--- src/common/fpfc_consts.vh ---
// constants for the four-pair fault policy register block
`ifndef FPFC_CONSTS_VH
`define FPFC_CONSTS_VH

// ----------------------------------------
// command codes
// ----------------------------------------
`define FPFC_CMD_TEMP 8'h2C
`define FPFC_CMD_POLICY 8'h2D
`define FPFC_POLICY_RESET 8'h00
`define FPFC_TEMP_RESET 8'h00

// ----------------------------------------
// policy field positions
// ----------------------------------------
`define FPFC_BIT_ILIM34 7
`define FPFC_BIT_ILIM12 6
`define FPFC_BIT_PCUT34 5
`define FPFC_BIT_PCUT12 4
`define FPFC_BIT_SUM34 3
`define FPFC_BIT_SUM12 2
`define FPFC_BIT_DISC34 1
`define FPFC_BIT_DISC12 0

// ----------------------------------------
// temperature refresh timing
// ----------------------------------------
`define FPFC_CLK_HZ 10000000
`define FPFC_TEMP_PERIOD_MS 1000
`define FPFC_TEMP_CYCLES ((`FPFC_CLK_HZ / 1000) * `FPFC_TEMP_PERIOD_MS)
`define FPFC_TDIV_W 24
`define FPFC_ONE_TDIV 24'h000001
`define FPFC_ZERO_TDIV 24'h000000
// last divider count of the one second period, sized to the divider
`define FPFC_TEMP_LAST 24'h98967F

`endif

--- src/logic/fpfc_port_gate.v ---
// per-port fault shutdown decision for one 4-pair port (two channels)
`timescale 1ns/1ps
`default_nettype none

module fpfc_port_gate (
	input wire clk,
	input wire srst,
	input wire current_limit_fault_gang,
	input wire pcut_gang,
	input wire summed_en,
	input wire current_limit_fault_a,
	input wire current_limit_fault_b,
	input wire pcut_a,
	input wire pcut_b,
	input wire sum_pcut,
	output reg off_a,
	output reg off_b
);

	// ----------------------------------------
	// registered channel-off decision
	// ----------------------------------------
	// gang bits widen a single-channel fault to the whole port
	always @(posedge clk) begin
		if (srst) begin
			off_a <= 1'b0;
			off_b <= 1'b0;
		end else begin
			off_a <= current_limit_fault_a | (current_limit_fault_gang & current_limit_fault_b) | pcut_a | (pcut_gang & pcut_b) | (summed_en & sum_pcut);
			off_b <= current_limit_fault_b | (current_limit_fault_gang & current_limit_fault_a) | pcut_b | (pcut_gang & pcut_a) | (summed_en & sum_pcut);
		end
	end

endmodule

`default_nettype wire

--- src/logic/fpfc_top.v ---
// four-pair fault policy register, shutdown steering and die temperature code
`timescale 1ns/1ps
`default_nettype none
`include "fpfc_consts.vh"

// Behaviour
// - code times step, minus twenty, gives temperature
// - code refreshed about once per second
// - policy register command 2Dh, read and write
// - current_limit_fault gang one: both channels off
// - current_limit_fault gang zero: only faulted channel off
// - pcut gang selects both or single channel off
// - auto mode sets gang bits after turn-on
// - all policy bits reset to zero
// - summed enable gates summed policing only
// - disconnect select: one 4.5mA, zero 6.5mA
module fpfc_top (
	input wire CLOCK_I,
	input wire SRST_I,
	input wire CMD_WR_I,
	input wire CMD_RD_I,
	input wire [7:0] CMD_CODE_I,
	input wire [7:0] CMD_WDATA_I,
	output reg [7:0] CMD_RDATA_O,
	output reg CMD_RVALID_O,
	input wire AUTO_MODE_I,
	input wire [1:0] TURN_ON_4P_SS_I,
	input wire [1:0] CH12_CURRENT_LIMIT_FAULT_I,
	input wire [1:0] CH34_CURRENT_LIMIT_FAULT_I,
	input wire [1:0] CH12_PCUT_I,
	input wire [1:0] CH34_PCUT_I,
	input wire [1:0] SUM_PCUT_I,
	input wire [7:0] TEMP_SAMPLE_I,
	output wire [1:0] CH12_OFF_O,
	output wire [1:0] CH34_OFF_O,
	output reg [1:0] SUMMED_POLICING_ON_O,
	output reg [1:0] DISCONNECT_LOW_SEL_O
);

	reg [7:0] four_pair_fault_policy;
	reg [7:0] die_temperature_code;
	reg [`FPFC_TDIV_W-1:0] tdiv;
	reg [1:0] turn_on_q1;
	reg [1:0] turn_on_q2;
	reg [1:0] turn_on_q3;
	reg [7:0] temp_q1;
	reg [7:0] temp_q2;
	reg [1:0] ilim12_q1, ilim12_q2, ilim34_q1, ilim34_q2;
	reg [1:0] pcut12_q1, pcut12_q2, pcut34_q1, pcut34_q2;
	reg [1:0] sum_q1, sum_q2;
	reg auto_q1, auto_q2;
	wire [1:0] turn_on_rise;
	wire temp_tick;

	// ----------------------------------------
	// pin synchronisers
	// ----------------------------------------
	// every fault, mode and sample pin gets two flops (command port pins get none), turn-on a third for its edge; first stage feeds only the second
	always @(posedge CLOCK_I) begin
		if (SRST_I) begin
			turn_on_q1 <= 2'h0;
			turn_on_q2 <= 2'h0;
			turn_on_q3 <= 2'h0;
			temp_q1 <= 8'h00;
			temp_q2 <= 8'h00;
			ilim12_q1 <= 2'h0;
			ilim12_q2 <= 2'h0;
			ilim34_q1 <= 2'h0;
			ilim34_q2 <= 2'h0;
			pcut12_q1 <= 2'h0;
			pcut12_q2 <= 2'h0;
			pcut34_q1 <= 2'h0;
			pcut34_q2 <= 2'h0;
			sum_q1 <= 2'h0;
			sum_q2 <= 2'h0;
			auto_q1 <= 1'b0;
			auto_q2 <= 1'b0;
		end else begin
			turn_on_q1 <= TURN_ON_4P_SS_I;
			turn_on_q2 <= turn_on_q1;
			turn_on_q3 <= turn_on_q2;
			temp_q1 <= TEMP_SAMPLE_I;
			temp_q2 <= temp_q1;
			ilim12_q1 <= CH12_CURRENT_LIMIT_FAULT_I;
			ilim12_q2 <= ilim12_q1;
			ilim34_q1 <= CH34_CURRENT_LIMIT_FAULT_I;
			ilim34_q2 <= ilim34_q1;
			pcut12_q1 <= CH12_PCUT_I;
			pcut12_q2 <= pcut12_q1;
			pcut34_q1 <= CH34_PCUT_I;
			pcut34_q2 <= pcut34_q1;
			sum_q1 <= SUM_PCUT_I;
			sum_q2 <= sum_q1;
			auto_q1 <= AUTO_MODE_I;
			auto_q2 <= auto_q1;
		end
	end

	// turn-on of a single-signature load seen as a rising edge
	assign turn_on_rise = turn_on_q2 & ~turn_on_q3;

	// ----------------------------------------
	// policy register
	// ----------------------------------------
	// auto setting lands on turn-on; a host write in the same cycle wins
	// since it is the later intent, and any later write overrides too
	always @(posedge CLOCK_I) begin
		if (SRST_I) begin
			four_pair_fault_policy <= `FPFC_POLICY_RESET;
		end else if (CMD_WR_I && CMD_CODE_I == `FPFC_CMD_POLICY) begin
			four_pair_fault_policy <= CMD_WDATA_I;
		end else if (auto_q2) begin
			if (turn_on_rise[0]) begin
				four_pair_fault_policy[`FPFC_BIT_ILIM12] <= 1'b1;
				four_pair_fault_policy[`FPFC_BIT_PCUT12] <= 1'b1;
			end
			if (turn_on_rise[1]) begin
				four_pair_fault_policy[`FPFC_BIT_ILIM34] <= 1'b1;
				four_pair_fault_policy[`FPFC_BIT_PCUT34] <= 1'b1;
			end
		end
	end

	// ----------------------------------------
	// temperature refresh divider
	// ----------------------------------------
	// one-cycle tick once per second; between ticks the code holds steady
	assign temp_tick = (tdiv == `FPFC_TEMP_LAST);

	always @(posedge CLOCK_I) begin
		if (SRST_I) begin
			tdiv <= `FPFC_ZERO_TDIV;
			die_temperature_code <= `FPFC_TEMP_RESET;
		end else if (temp_tick) begin
			tdiv <= `FPFC_ZERO_TDIV;
			die_temperature_code <= temp_q2;
		end else begin
			tdiv <= tdiv + `FPFC_ONE_TDIV;
		end
	end

	// ----------------------------------------
	// command read port
	// ----------------------------------------
	// unknown codes answer zero so the host never sees stale data
	always @(posedge CLOCK_I) begin
		if (SRST_I) begin
			CMD_RDATA_O <= 8'h00;
			CMD_RVALID_O <= 1'b0;
		end else begin
			CMD_RVALID_O <= CMD_RD_I;
			if (CMD_RD_I) begin
				case (CMD_CODE_I)
					`FPFC_CMD_POLICY: CMD_RDATA_O <= four_pair_fault_policy;
					`FPFC_CMD_TEMP: CMD_RDATA_O <= die_temperature_code;
					default: CMD_RDATA_O <= 8'h00;
				endcase
			end
		end
	end

	// ----------------------------------------
	// static policy outputs
	// ----------------------------------------
	always @(posedge CLOCK_I) begin
		if (SRST_I) begin
			SUMMED_POLICING_ON_O <= 2'h0;
			DISCONNECT_LOW_SEL_O <= 2'h0;
		end else begin
			SUMMED_POLICING_ON_O <= {four_pair_fault_policy[`FPFC_BIT_SUM34],
				four_pair_fault_policy[`FPFC_BIT_SUM12]};
			DISCONNECT_LOW_SEL_O <= {four_pair_fault_policy[`FPFC_BIT_DISC34],
				four_pair_fault_policy[`FPFC_BIT_DISC12]};
		end
	end

	// ----------------------------------------
	// per-port shutdown steering
	// ----------------------------------------
	fpfc_port_gate u_port12 (
		.clk(CLOCK_I),
		.srst(SRST_I),
		.current_limit_fault_gang(four_pair_fault_policy[`FPFC_BIT_ILIM12]),
		.pcut_gang(four_pair_fault_policy[`FPFC_BIT_PCUT12]),
		.summed_en(four_pair_fault_policy[`FPFC_BIT_SUM12]),
		.current_limit_fault_a(ilim12_q2[0]),
		.current_limit_fault_b(ilim12_q2[1]),
		.pcut_a(pcut12_q2[0]),
		.pcut_b(pcut12_q2[1]),
		.sum_pcut(sum_q2[0]),
		.off_a(CH12_OFF_O[0]),
		.off_b(CH12_OFF_O[1])
	);

	fpfc_port_gate u_port34 (
		.clk(CLOCK_I),
		.srst(SRST_I),
		.current_limit_fault_gang(four_pair_fault_policy[`FPFC_BIT_ILIM34]),
		.pcut_gang(four_pair_fault_policy[`FPFC_BIT_PCUT34]),
		.summed_en(four_pair_fault_policy[`FPFC_BIT_SUM34]),
		.current_limit_fault_a(ilim34_q2[0]),
		.current_limit_fault_b(ilim34_q2[1]),
		.pcut_a(pcut34_q2[0]),
		.pcut_b(pcut34_q2[1]),
		.sum_pcut(sum_q2[1]),
		.off_a(CH34_OFF_O[0]),
		.off_b(CH34_OFF_O[1])
	);

endmodule

`default_nettype wire

--- config.mk ---
export PLATFORM = sky130hd
export DESIGN_NAME = fpfc_top
export DESIGN_NICKNAME = d
export VERILOG_FILES = /design/src/logic/fpfc_port_gate.v /design/src/logic/fpfc_top.v
export VERILOG_INCLUDE_DIRS = /design/src /design/src/common
export SDC_FILE = /design/constraint.sdc
export NUM_CORES = 1
export LEC_CHECK = 0
export BUFFER_PORTS_ARGS = -buffer_cell sky130_fd_sc_hd__buf_2
export CAP_MARGIN = 10
export CELL_PAD_IN_SITES_DETAIL_PLACEMENT = 0
export CELL_PAD_IN_SITES_GLOBAL_PLACEMENT = 2
export CORE_ASPECT_RATIO = 1.4
export CORE_UTILIZATION = 39
export CTS_BUF_LIST = sky130_fd_sc_hd__clkbuf_4
export DETAILED_ROUTE_END_ITERATION = 10
export PLACE_DENSITY = 0.95
export SYNTH_ARGS = -nofsm -noshare
export SYNTH_HDL_FRONTEND = slang
export SYNTH_HIERARCHICAL = 1
export SYNTH_SLANG_ARGS = --single-unit
--- constraint.sdc ---
create_clock -name CLOCK_I -period 5.4 [get_ports CLOCK_I]
set_clock_uncertainty 0.15 [all_clocks]
set_input_delay 1.08 -clock CLOCK_I [delete_from_list [all_inputs] [get_ports CLOCK_I]]
set_output_delay 1.08 -clock CLOCK_I [all_outputs]
set_load 0.005 [all_outputs]
==> results of run 1 <==
==> layout by cell type (no fill, tap or decap), drive strengths merged, types with 2 or more instances in the layout <==
master  netlist  routed
a211oi        8       8
a21oi        26      26
a22oi        12      12
a31oi         4       4
and3          4       4
and4          3       3
buf           5      58
clkbuf       16       9
clkinv        0       2
dfxtp       101     101
inv           5       8
nand2        15      15
nand3        26      26
nand4         6       6
nor2         28      28
nor2b        49      49
nor3          3       3
nor4          5       5
o21ai        14      14
o31ai         8       8
or3           3       3
or4           9       9
xnor2         7       7
xor2          5       5
==> cell type report <==
cell class	instances	share of cell area
inverter	5	0.00461
timing repair buffer	58	0.0720
clock buffer	9	0.0166
tap	107	0.0329
clock inverter	7	0.0200
sequential	101	0.497
multi-input combinational	242	0.357
==> power breakdown <==
group	total (mW)	internal [mW]	switching, mW	leakage [nW]
sequential	0.776	0.768	0.00828	0.826
clock	0.407	0.148	0.259	0.0775
combinational	0.0562	0.0277	0.0285	0.602
total	1.24	0.943	0.295	1.51
==> worst max-delay path, cell delays in order (launching register included) <==
cell	delay, ps
dfxtp_1	420
ha_1	230
and3_1	340
and4_1	460
a21o_1	680
nor2_1	100
==> final timing paths <==
check | startpoint | to | slack [ps] | cells after the start
setup / recovery | tdiv[0] | tdiv[12] | 2870 | 5
hold / removal | temp_q1[1] | temp_q2[1] | 290 | 1
setup reg to reg | tdiv[0] | tdiv[12] | 2870 | 5
hold reg to reg | temp_q1[1] | temp_q2[1] | 290 | 1
==> per-layer routing <==
layer	up-vias	track usage
met1	1242	0.180
met2	49	0.250
met4	0	0.0724
met5	-	0
met3	12	0.0442
li1	1391	-
==> registers in the layout, summed over array words and instances, names as in the netlist, 8 cells and up <==
register	cells
CMD_RDATA_O	8
temp_q2	8
die_temperature_code	8
four_pair_fault_policy	8
temp_q1	8
tdiv	24
==> cells by family after synthesis <==
logic type                 share of synthesized area
AOI/OAI and AO/OA                              0.124
xor gates and xnor gates                      0.0293
adders and majority gates                    0.00349
buffers and inverters                         0.0307
DFF                                            0.564
and+or+nand+nor                                0.249
==> metrics by stage <==
stage / std cells / utilization / hold WS [ps] / worst slack (ps) / instance area, sq um
2_1_floorplan: 369 / - / 264 / 2820 / 3580
3_3_place_gp: 513 / 0.437 / 270 / 2560 / 3920
3_5_place_dp: 513 / 0.437 / 275 / 2500 / 3920
4_1_cts: 529 / 0.453 / 300 / 2830 / 4070
5_1_grt: 529 / 0.453 / 304 / 2610 / 4070
6_report: 529 / 0.453 / 294 / 2870 / 4070
==> flow_summary.json, run 1 <==
{
  "yosys_warnings": 6,
  "first_pass_iters": 4,
  "viasPerCell": 5.09,
  "worstSetupPathType": "flip-flop to flip-flop",
  "syn-num-nets": 411,
  "finalSetupViolCount": 0,
  "grt_max_degree": 79,
  "hp-class": "flip-flop to flip-flop",
  "htree_num_levels": 3,
  "die_w_um": 83.0,
  "avgSynthCellArea_sq_um": 9.71,
  "cts_tree": "built",
  "synth_largest_area_cell": "dfxtp_1",
  "antenna_cells": 0,
  "first_global_vias": 2513,
  "cp-end-kind": "flip-flop",
  "drv_cap": 0,
  "vias": 2694,
  "hold_viol": 0,
  "ctsResizeCount": 0,
  "cp-start-kind": "flip-flop",
  "drtAntennaViolNets": 0,
  "peakVddDrop_uv": 210,
  "area_growth_syn_to_layout_pct": 13.5,
  "wl_met2_mm": 3.36,
  "cts-hold-fix-buffers": 0,
  "grt_overflow": 0,
  "synth_area_sq_um": 3580,
  "clock-sinks": 101,
  "post-dp-hpwl_mm": 4.63,
  "netlist-cell-type-count": 35,
  "routedWlPerCell_um": 12.7,
  "synth-edff-count": 0,
  "tightestPinTransition_ps": 772,
  "power_mw": 1.24,
  "fp.dieH_um": 115,
  "io_buffers": 57,
  "io_pins": 58,
  "path_max_fanout": 24,
  "cp.required_ps": 5570,
  "slew_viol_final": 0,
  "drive_gt1_frac": 0.187,
  "power_density_nw_per_um2": 304,
  "die_area_sq_um": 9580,
  "row_count": 41,
  "synth_ff_type": "dfxtp_1",
  "fin_tns_setup_ps": 0,
  "drt-met1-wl_mm": 2.99,
  "fin_crit_sh": 0.468,
  "synthTopCellsByCount": "101 x dfxtp_1, 49 x nor2b_1, 28 x nor2_1, 26 x a21oi_1, 26 x nand3_1",
  "status": "completed",
  "top_layer": "met4",
  "postSynthCellCount": 369,
  "clockRootBuffer": "clkbuf_4",
  "ys_seq_elements": 101,
  "antenna_found_initial": 0,
  "grt_pass1_wl_mm": 11.5,
  "p_leak_nw": 1.51,
  "slew_headroom": 0.486,
  "yosysSeqAreaShare": 0.564,
  "grt_usage": 0.151,
  "clk_pin_slew_ps": 160,
  "start_util": 0.399,
  "core_region_area_sq_um": 8980,
  "drt_iter0_drc": 101,
  "gp_congestion": 0.744,
  "layout.nets": 459,
  "drcViolationCount": 0,
  "cts_buffers": 9,
  "cts_buffer_depth": 2,
  "multi_input_area_sq_um": 1450,
  "fmax_ghz": 0.396,
  "rsz0062_at_grt": "no",
  "postSynth.asyncResetShare": 0,
  "crit_arrival_ps": 2700,
  "synth_top_area_share": 0.564,
  "final.min_clock_period_ps": 2530,
  "seq_area_sq_um": 2020,
  "routed_wl_mm": 6.74,
  "met3_length_um": 267,
  "yosysMostFrequentCell": "dfxtp_1",
  "synth.area.top_cells": "dfxtp_1 56%, nor2b_1 8.6%, a21oi_1 3.6%",
  "cts_setup_buffers": 0,
  "final.fill_count": 909,
  "worstSkewPairLatency_ps": 460
}
(Power assumes the default switching activity.)
==> inputs of run 2 (changes only) <==
--- a/config.mk
+++ b/config.mk
@@ -6,15 +6,16 @@
 export SDC_FILE = /design/constraint.sdc
 export NUM_CORES = 1
 export LEC_CHECK = 0
+export ABC_AREA = 1
 export BUFFER_PORTS_ARGS = -buffer_cell sky130_fd_sc_hd__buf_2
 export CAP_MARGIN = 10
 export CELL_PAD_IN_SITES_DETAIL_PLACEMENT = 0
 export CELL_PAD_IN_SITES_GLOBAL_PLACEMENT = 2
 export CORE_ASPECT_RATIO = 1.4
-export CORE_UTILIZATION = 39
+export CORE_UTILIZATION = 33
 export CTS_BUF_LIST = sky130_fd_sc_hd__clkbuf_4
 export DETAILED_ROUTE_END_ITERATION = 10
-export PLACE_DENSITY = 0.95
+export PLACE_DENSITY = 0.92
 export SYNTH_ARGS = -nofsm -noshare
 export SYNTH_HDL_FRONTEND = slang
 export SYNTH_HIERARCHICAL = 1
==> constraint.sdc (replaced) <==
create_clock -name CLOCK_I -period 2.5 [get_ports CLOCK_I]
set_clock_uncertainty 0.15 [all_clocks]
set_input_delay 0.5 -clock CLOCK_I [delete_from_list [all_inputs] [get_ports CLOCK_I]]
set_output_delay 0.5 -clock CLOCK_I [all_outputs]
set_load 0.005 [all_outputs]
==> flow_summary.json, run 2 <==
{
  "status": "completed",
  "ctsResizeCount": 0,
  "crit_end": "tdiv[9]",
  "grt_usage": 0.135,
  "die_area_sq_um": 12500,
  "final_cell_mix": "154 x nor2_1, 105 x nand2_1, 101 x dfxtp_1, 93 x inv_1, 57 x buf_2",
  "power_density_nw_per_um2": 598,
  "drt_iter0_drc": 136,
  "routedWlPerCell_um": 10.0,
  "cp-start-kind": "flip-flop",
  "drv_cap": 0,
  "yosysSeqAreaShare": 0.507,
  "rsz0062_at_grt": "no",
  "fp.dieH_um": 132,
  "synthTopCellsByCount": "154 x nor2_1, 105 x nand2_1, 101 x dfxtp_1, 93 x inv_1, 48 x nand3_1",
  "fin_crit_sh": 0.756,
  "synth_ff_type": "dfxtp_1",
  "crit_chain": "ha_1, nand2_1, nor2_2, nand2_2, nor2_8, nand2_2, nand2_4, nor2_1",
  "routed_wl_mm": 7.73,
  "slew_headroom": 0.746,
  "cts-hold-fix-buffers": 0,
  "path_max_fanout": 24,
  "cts_setup_buffers": 0,
  "startpoint": "tdiv[0]",
  "crit_buf_inv": 0,
  "fin_tns_setup_ps": 0,
  "peakVddDrop_uv": 405,
  "synth_area_sq_um": 3990,
  "slew_viol_final": 0,
  "postSynth.asyncResetShare": 0,
  "clockRootBuffer": "clkbuf_4",
  "largest_reg_flops": 24,
  "io_buffers": 57,
  "synth_top_area_share": 0.507,
  "worstSkewPairLatency_ps": 450,
  "p_leak_nw": 2.19,
  "worst-path-stages": 8,
  "netlist-cell-type-count": 25,
  "fmax_ghz": 0.529,
  "htree_num_levels": 3,
  "vias": 3290,
  "drive_gt1_frac": 0.144,
  "gp_congestion": 0.804,
  "regToRegEndpoint": "tdiv[9]",
  "area_growth_syn_to_layout_pct": 15.0,
  "layout.nets": 662,
  "reg2reg_depth": 8,
  "path_delay_family": "simple AND/OR/NAND/NOR gates",
  "clk_pin_slew_ps": 170,
  "die_w_um": 94.9,
  "crit_slowest_cell": "dfxtp_1",
  "hp-class": "input port to flip-flop",
  "final_util": 0.388,
  "clock-sinks": 101,
  "avgSynthCellArea_sq_um": 7.10,
  "synth_largest_area_cell": "dfxtp_1",
  "cp-end-kind": "flip-flop",
  "synth-edff-count": 0,
  "postSynthCellCount": 562,
  "first_pass_iters": 4,
  "grt_pass1_wl_mm": 13.1,
  "finalSetupViolCount": 0,
  "synth.area.top_cells": "dfxtp_1 51%, nor2_1 14%, nand2_1 9.9%",
  "yosys_warnings": 6,
  "cts_buffers": 9,
  "grt_overflow": 0,
  "core_region_area_sq_um": 11800,
  "final.min_clock_period_ps": 1890,
  "first_global_vias": 2893,
  "post-dp-hpwl_mm": 5.86,
  "worst_path_most_repeated_cell": "nand2_2",
  "antenna_found_initial": 1,
  "r2r-start": "tdiv[0]",
  "cts_buffer_depth": 2,
  "rrSetupSlack_ps": 610,
  "final.fill_count": 1265,
  "io_pins": 58,
  "crit_arrival_ps": 2090,
  "ys_seq_elements": 101,
  "slowest_delay_ps": 400,
  "drcViolationCount": 0,
  "syn-num-nets": 604,
  "cp.required_ps": 2700,
  "top_register": "tdiv",
  "start_util": 0.337,
  "row_count": 47,
  "worstSetupPathType": "flip-flop to flip-flop",
  "viasPerCell": 4.26,
  "tightestPinTransition_ps": 380,
  "cts_tree": "built",
  "grt_max_degree": 28,
  "yosysMostFrequentCell": "nor2_1",
  "hold_viol": 0,
  "drtAntennaViolNets": 0,
  "mostFrequentLayoutCell": "nor2_1"
}
-- run 2: cell count changes after synthesis, moves of 8 or more --
cell / previous run / this run
nand2_1: 14 / 105
a211oi_1: 8 / 0
nor2_1: 28 / 154
or4_1: 9 / 0
o31ai_1: 8 / 0
nor2b_1: 49 / 0
a21oi_1: 26 / 12
a22oi_1: 12 / 0
inv_1: 5 / 93
nand3_1: 26 / 48
o21ai_0: 14 / 1
-- run 2: cells by family after synthesis --
| family | Yosys count | synth area share |
|---|---|---|
| and+or+nand+nor | 324 | 0.337 |
| buffers and inverters | 111 | 0.110 |
| AOI/OAI and AO/OA | 13 | 0.0163 |
| adders and majority gates | 1 | 0.00314 |
| xor gates and xnor gates | 12 | 0.0264 |
| DFF | 101 | 0.507 |
-- run 2: through the flow --
step / power [mW] / cells / cell area [sq um] / setup WS [ps] / hold slack, ps
after floorplan: 1.80 / 562 / 3990 / 903 / 238
after global placement: 1.87 / 756 / 4420 / 665 / 240
after detailed placement: 1.87 / 756 / 4420 / 604 / 243
after global routing: 2.89 / 773 / 4590 / 427 / 23.0
after CTS: 2.80 / 772 / 4580 / 594 / 27.8
final: 2.74 / 773 / 4590 / 611 / 67.2
-- run 2: worst min-delay path by stage --
stage / start / to / slack (ps) / cells after the start
finish: CH12_PCUT_I[1] / pcut12_q1[1] / 70 / 3
global placement: ilim12_q1[1] / ilim12_q2[1] / 240 / 2
floorplan: auto_q1 / auto_q2 / 240 / 2
CTS: CH12_PCUT_I[1] / pcut12_q1[1] / 30 / 3
detailed placement: ilim34_q1[1] / ilim34_q2[1] / 240 / 2
global route: CH12_CURRENT_LIMIT_FAULT_I[1] / ilim12_q1[1] / 20 / 3
-- run 2: layout make-up --
cell class / count / area [sq um] / area share
clock buffer: 9 / 67.6 / 0.0147
multi-input combinational: 350 / 1530 / 0.334
timing repair buffer: 63 / 330 / 0.0720
tap: 147 / 184 / 0.0401
inverter: 95 / 357 / 0.0777
sequential: 101 / 2020 / 0.441
antenna: 1 / 2.50 / 0.000546
clock inverter: 7 / 93.8 / 0.0205
-- run 2: routing by layer --
layer	global-route usage	wire [um]	vias to the layer above
li1	-	-	1783
met1	0.159	3440	1451
met2	0.231	4000	47
met3	0.0242	165	9
met4	0.0657	121	0
met5	0	0	-
-- run 2: tightest hold or removal path, cell delays in order --
cell and delay (ps):
buf_2 90, inv_1 40, nor2_1 30
-- run 2: report_power, final --
part / internal, mW / switching, mW
combinational: 0.0668 / 0.0878
sequential: 1.66 / 0.0177
clock: 0.331 / 0.583
==> inputs of run 3 (changes only) <==
--- a/config.mk
+++ b/config.mk
@@ -12,10 +12,10 @@
 export CELL_PAD_IN_SITES_DETAIL_PLACEMENT = 0
 export CELL_PAD_IN_SITES_GLOBAL_PLACEMENT = 2
 export CORE_ASPECT_RATIO = 1.4
-export CORE_UTILIZATION = 33
+export CORE_UTILIZATION = 30
 export CTS_BUF_LIST = sky130_fd_sc_hd__clkbuf_4
 export DETAILED_ROUTE_END_ITERATION = 10
-export PLACE_DENSITY = 0.92
+export PLACE_DENSITY = 0.88
 export SYNTH_ARGS = -nofsm -noshare
 export SYNTH_HDL_FRONTEND = slang
 export SYNTH_HIERARCHICAL = 1
==> constraint.sdc (replaced) <==
create_clock -name CLOCK_I -period 1.6 [get_ports CLOCK_I]
set_clock_uncertainty 0.15 [all_clocks]
set_input_delay 0.32 -clock CLOCK_I [delete_from_list [all_inputs] [get_ports CLOCK_I]]
set_output_delay 0.32 -clock CLOCK_I [all_outputs]
set_load 0.005 [all_outputs]
==> flow_summary.json, run 3 (synthesis gave the netlist of run 2 again) <==
{
  "first_pass_iters": 4,
  "reg2reg_depth": 8,
  "fmax_ghz": 0.639,
  "largest_reg_flops": 24,
  "drt_iter0_drc": 155,
  "cp-end-kind": "flip-flop",
  "worst_path_most_repeated_cell": "nand2_4",
  "clk_pin_slew_ps": 170,
  "stdcell_count": 846,
  "cp.required_ps": 1820,
  "placed_cells": 801,
  "drtAntennaViolNets": 0,
  "grt_max_degree": 45,
  "status": "completed",
  "drv_cap": 0,
  "die_w_um": 99.4,
  "io_buffers": 57,
  "crit_arrival_ps": 1780,
  "peakVddDrop_uv": 437,
  "final.min_clock_period_ps": 1570,
  "slew_viol_final": 0,
  "clockRootBuffer": "clkbuf_4",
  "fin_tns_setup_ps": 0,
  "final_area_sq_um": 5120,
  "rsz0062_at_grt": "yes",
  "layout.nets": 704,
  "cts_buffer_depth": 2,
  "p_leak_nw": 2.42,
  "antenna_found_initial": 1,
  "finalSetupViolCount": 0,
  "cts_tree": "built",
  "io_pins": 58,
  "hp-class": "input port to flip-flop",
  "fin_hold_ws_ps": 60.5,
  "crit_slowest_cell": "dfxtp_4",
  "drcViolationCount": 0,
  "mostFrequentLayoutCell": "nor2_1",
  "die_area_sq_um": 13800,
  "slew_headroom": 0.680,
  "fp.dieH_um": 138,
  "holdPathStages": 4,
  "grt_usage": 0.135,
  "power_density_nw_per_um2": 817,
  "power_mw": 4.19,
  "area_growth_syn_to_layout_pct": 28.5,
  "worstSetupPathType": "flip-flop to flip-flop",
  "grt_overflow": 0,
  "viasPerCell": 4.11,
  "crit_chain": "ha_4, nand2_4, nor2_4, nand2_4, nor2_8, nand2_4, nand2_4, nor2_1",
  "hold_viol": 0,
  "routed_wl_mm": 8.82,
  "grt_pass1_wl_mm": 14.8,
  "rrSetupSlack_ps": 30,
  "gp_congestion": 0.807,
  "routedWlPerCell_um": 10.4,
  "first_global_vias": 3403,
  "final_cell_mix": "148 x nor2_1, 101 x nand2_1, 96 x dfxtp_1, 93 x inv_1, 57 x buf_2",
  "cp-start-kind": "flip-flop",
  "tightestPinTransition_ps": 477,
  "vias": 3473,
  "place_area_sq_um": 4570,
  "path_max_fanout": 6,
  "slowest_delay_ps": 400,
  "htree_num_levels": 3,
  "start_util": 0.308,
  "row_count": 49,
  "clock-sinks": 101,
  "core_region_area_sq_um": 12900,
  "cts_buffers": 9,
  "drive_gt1_frac": 0.189,
  "post-dp-hpwl_mm": 6.11,
  "worstSkewPairLatency_ps": 450,
  "fin_crit_sh": 0.978,
  "top_register": "tdiv"
}
-- run 3: cell count changes in the layout (fill, tap and decap cells not counted), sizes merged --
cell / delta
dlygate4sd3: +25
clkinvlp: +1
bufinv: -1
clkinv: +1
nand2: +2
clkbuf: +1
inv: -1
buf: +14
-- run 3: timing repair --
| action | CTS | global route |
|---|---|---|
| pin swaps | 0 | 9 |
| cloned | 0 | 3 |
| hold buffers | 25 | 0 |
| setup buffers | 0 | 0 |
| endpoints found under the setup margin | 32 | 32 |
| endpoints found under the hold margin | 25 | 0 |
| gates resized for setup | 3 | 31 |
-- run 3: critical path: cells and delay by family (launching register included) --
kind / cells / cell delay (ps)
flops: 1 / 400
simple gates: 7 / 780
fa+ha+maj: 1 / 150
-- run 3: cell type report --
class | instances | area, sq um
Fill cell | 1372 | 7810
Timing Repair Buffer | 103 | 726
Clock inverter | 7 | 61.3
Antenna cell | 1 | 2.50
Multi-Input combinational cell | 352 | 1660
Inverter | 95 | 357
Tap cell | 178 | 223
Clock buffer | 9 | 67.6
Sequential cell | 101 | 2030
-- run 3: where the power goes --
| group | switching (mW) | internal (mW) |
|---|---|---|
| clock network | 0.905 | 0.338 |
| logic | 0.164 | 0.157 |
| registers | 0.0292 | 2.59 |
-- run 3: worst paths after layout --
kind                 start                   endpoint
setup / recovery   tdiv[1]                   tdiv[12]
hold / removal    CMD_WR_I  four_pair_fault_policy[6]
setup reg to reg   tdiv[1]                   tdiv[12]
hold reg to reg    auto_q1                    auto_q2
-- run 3: through the flow --
| stage | setup WS, ps | utilization |
|---|---|---|
| global placement | 21.7 | 0.353 |
| global route | -28.0 | 0.396 |
| floorplan | 2.75 | - |
| detailed placement | -45.3 | 0.353 |
| CTS | 9.92 | 0.383 |
| finish | 34.8 | 0.396 |
-- run 3: layer usage --
metal  global-route usage  vias up  share of wire
met5                    0        -              0
met4               0.0511        0          0.013
met3               0.0313        7          0.022
met2                0.242       44           0.51
met1                0.153     1545           0.46
li1                     -     1877              -
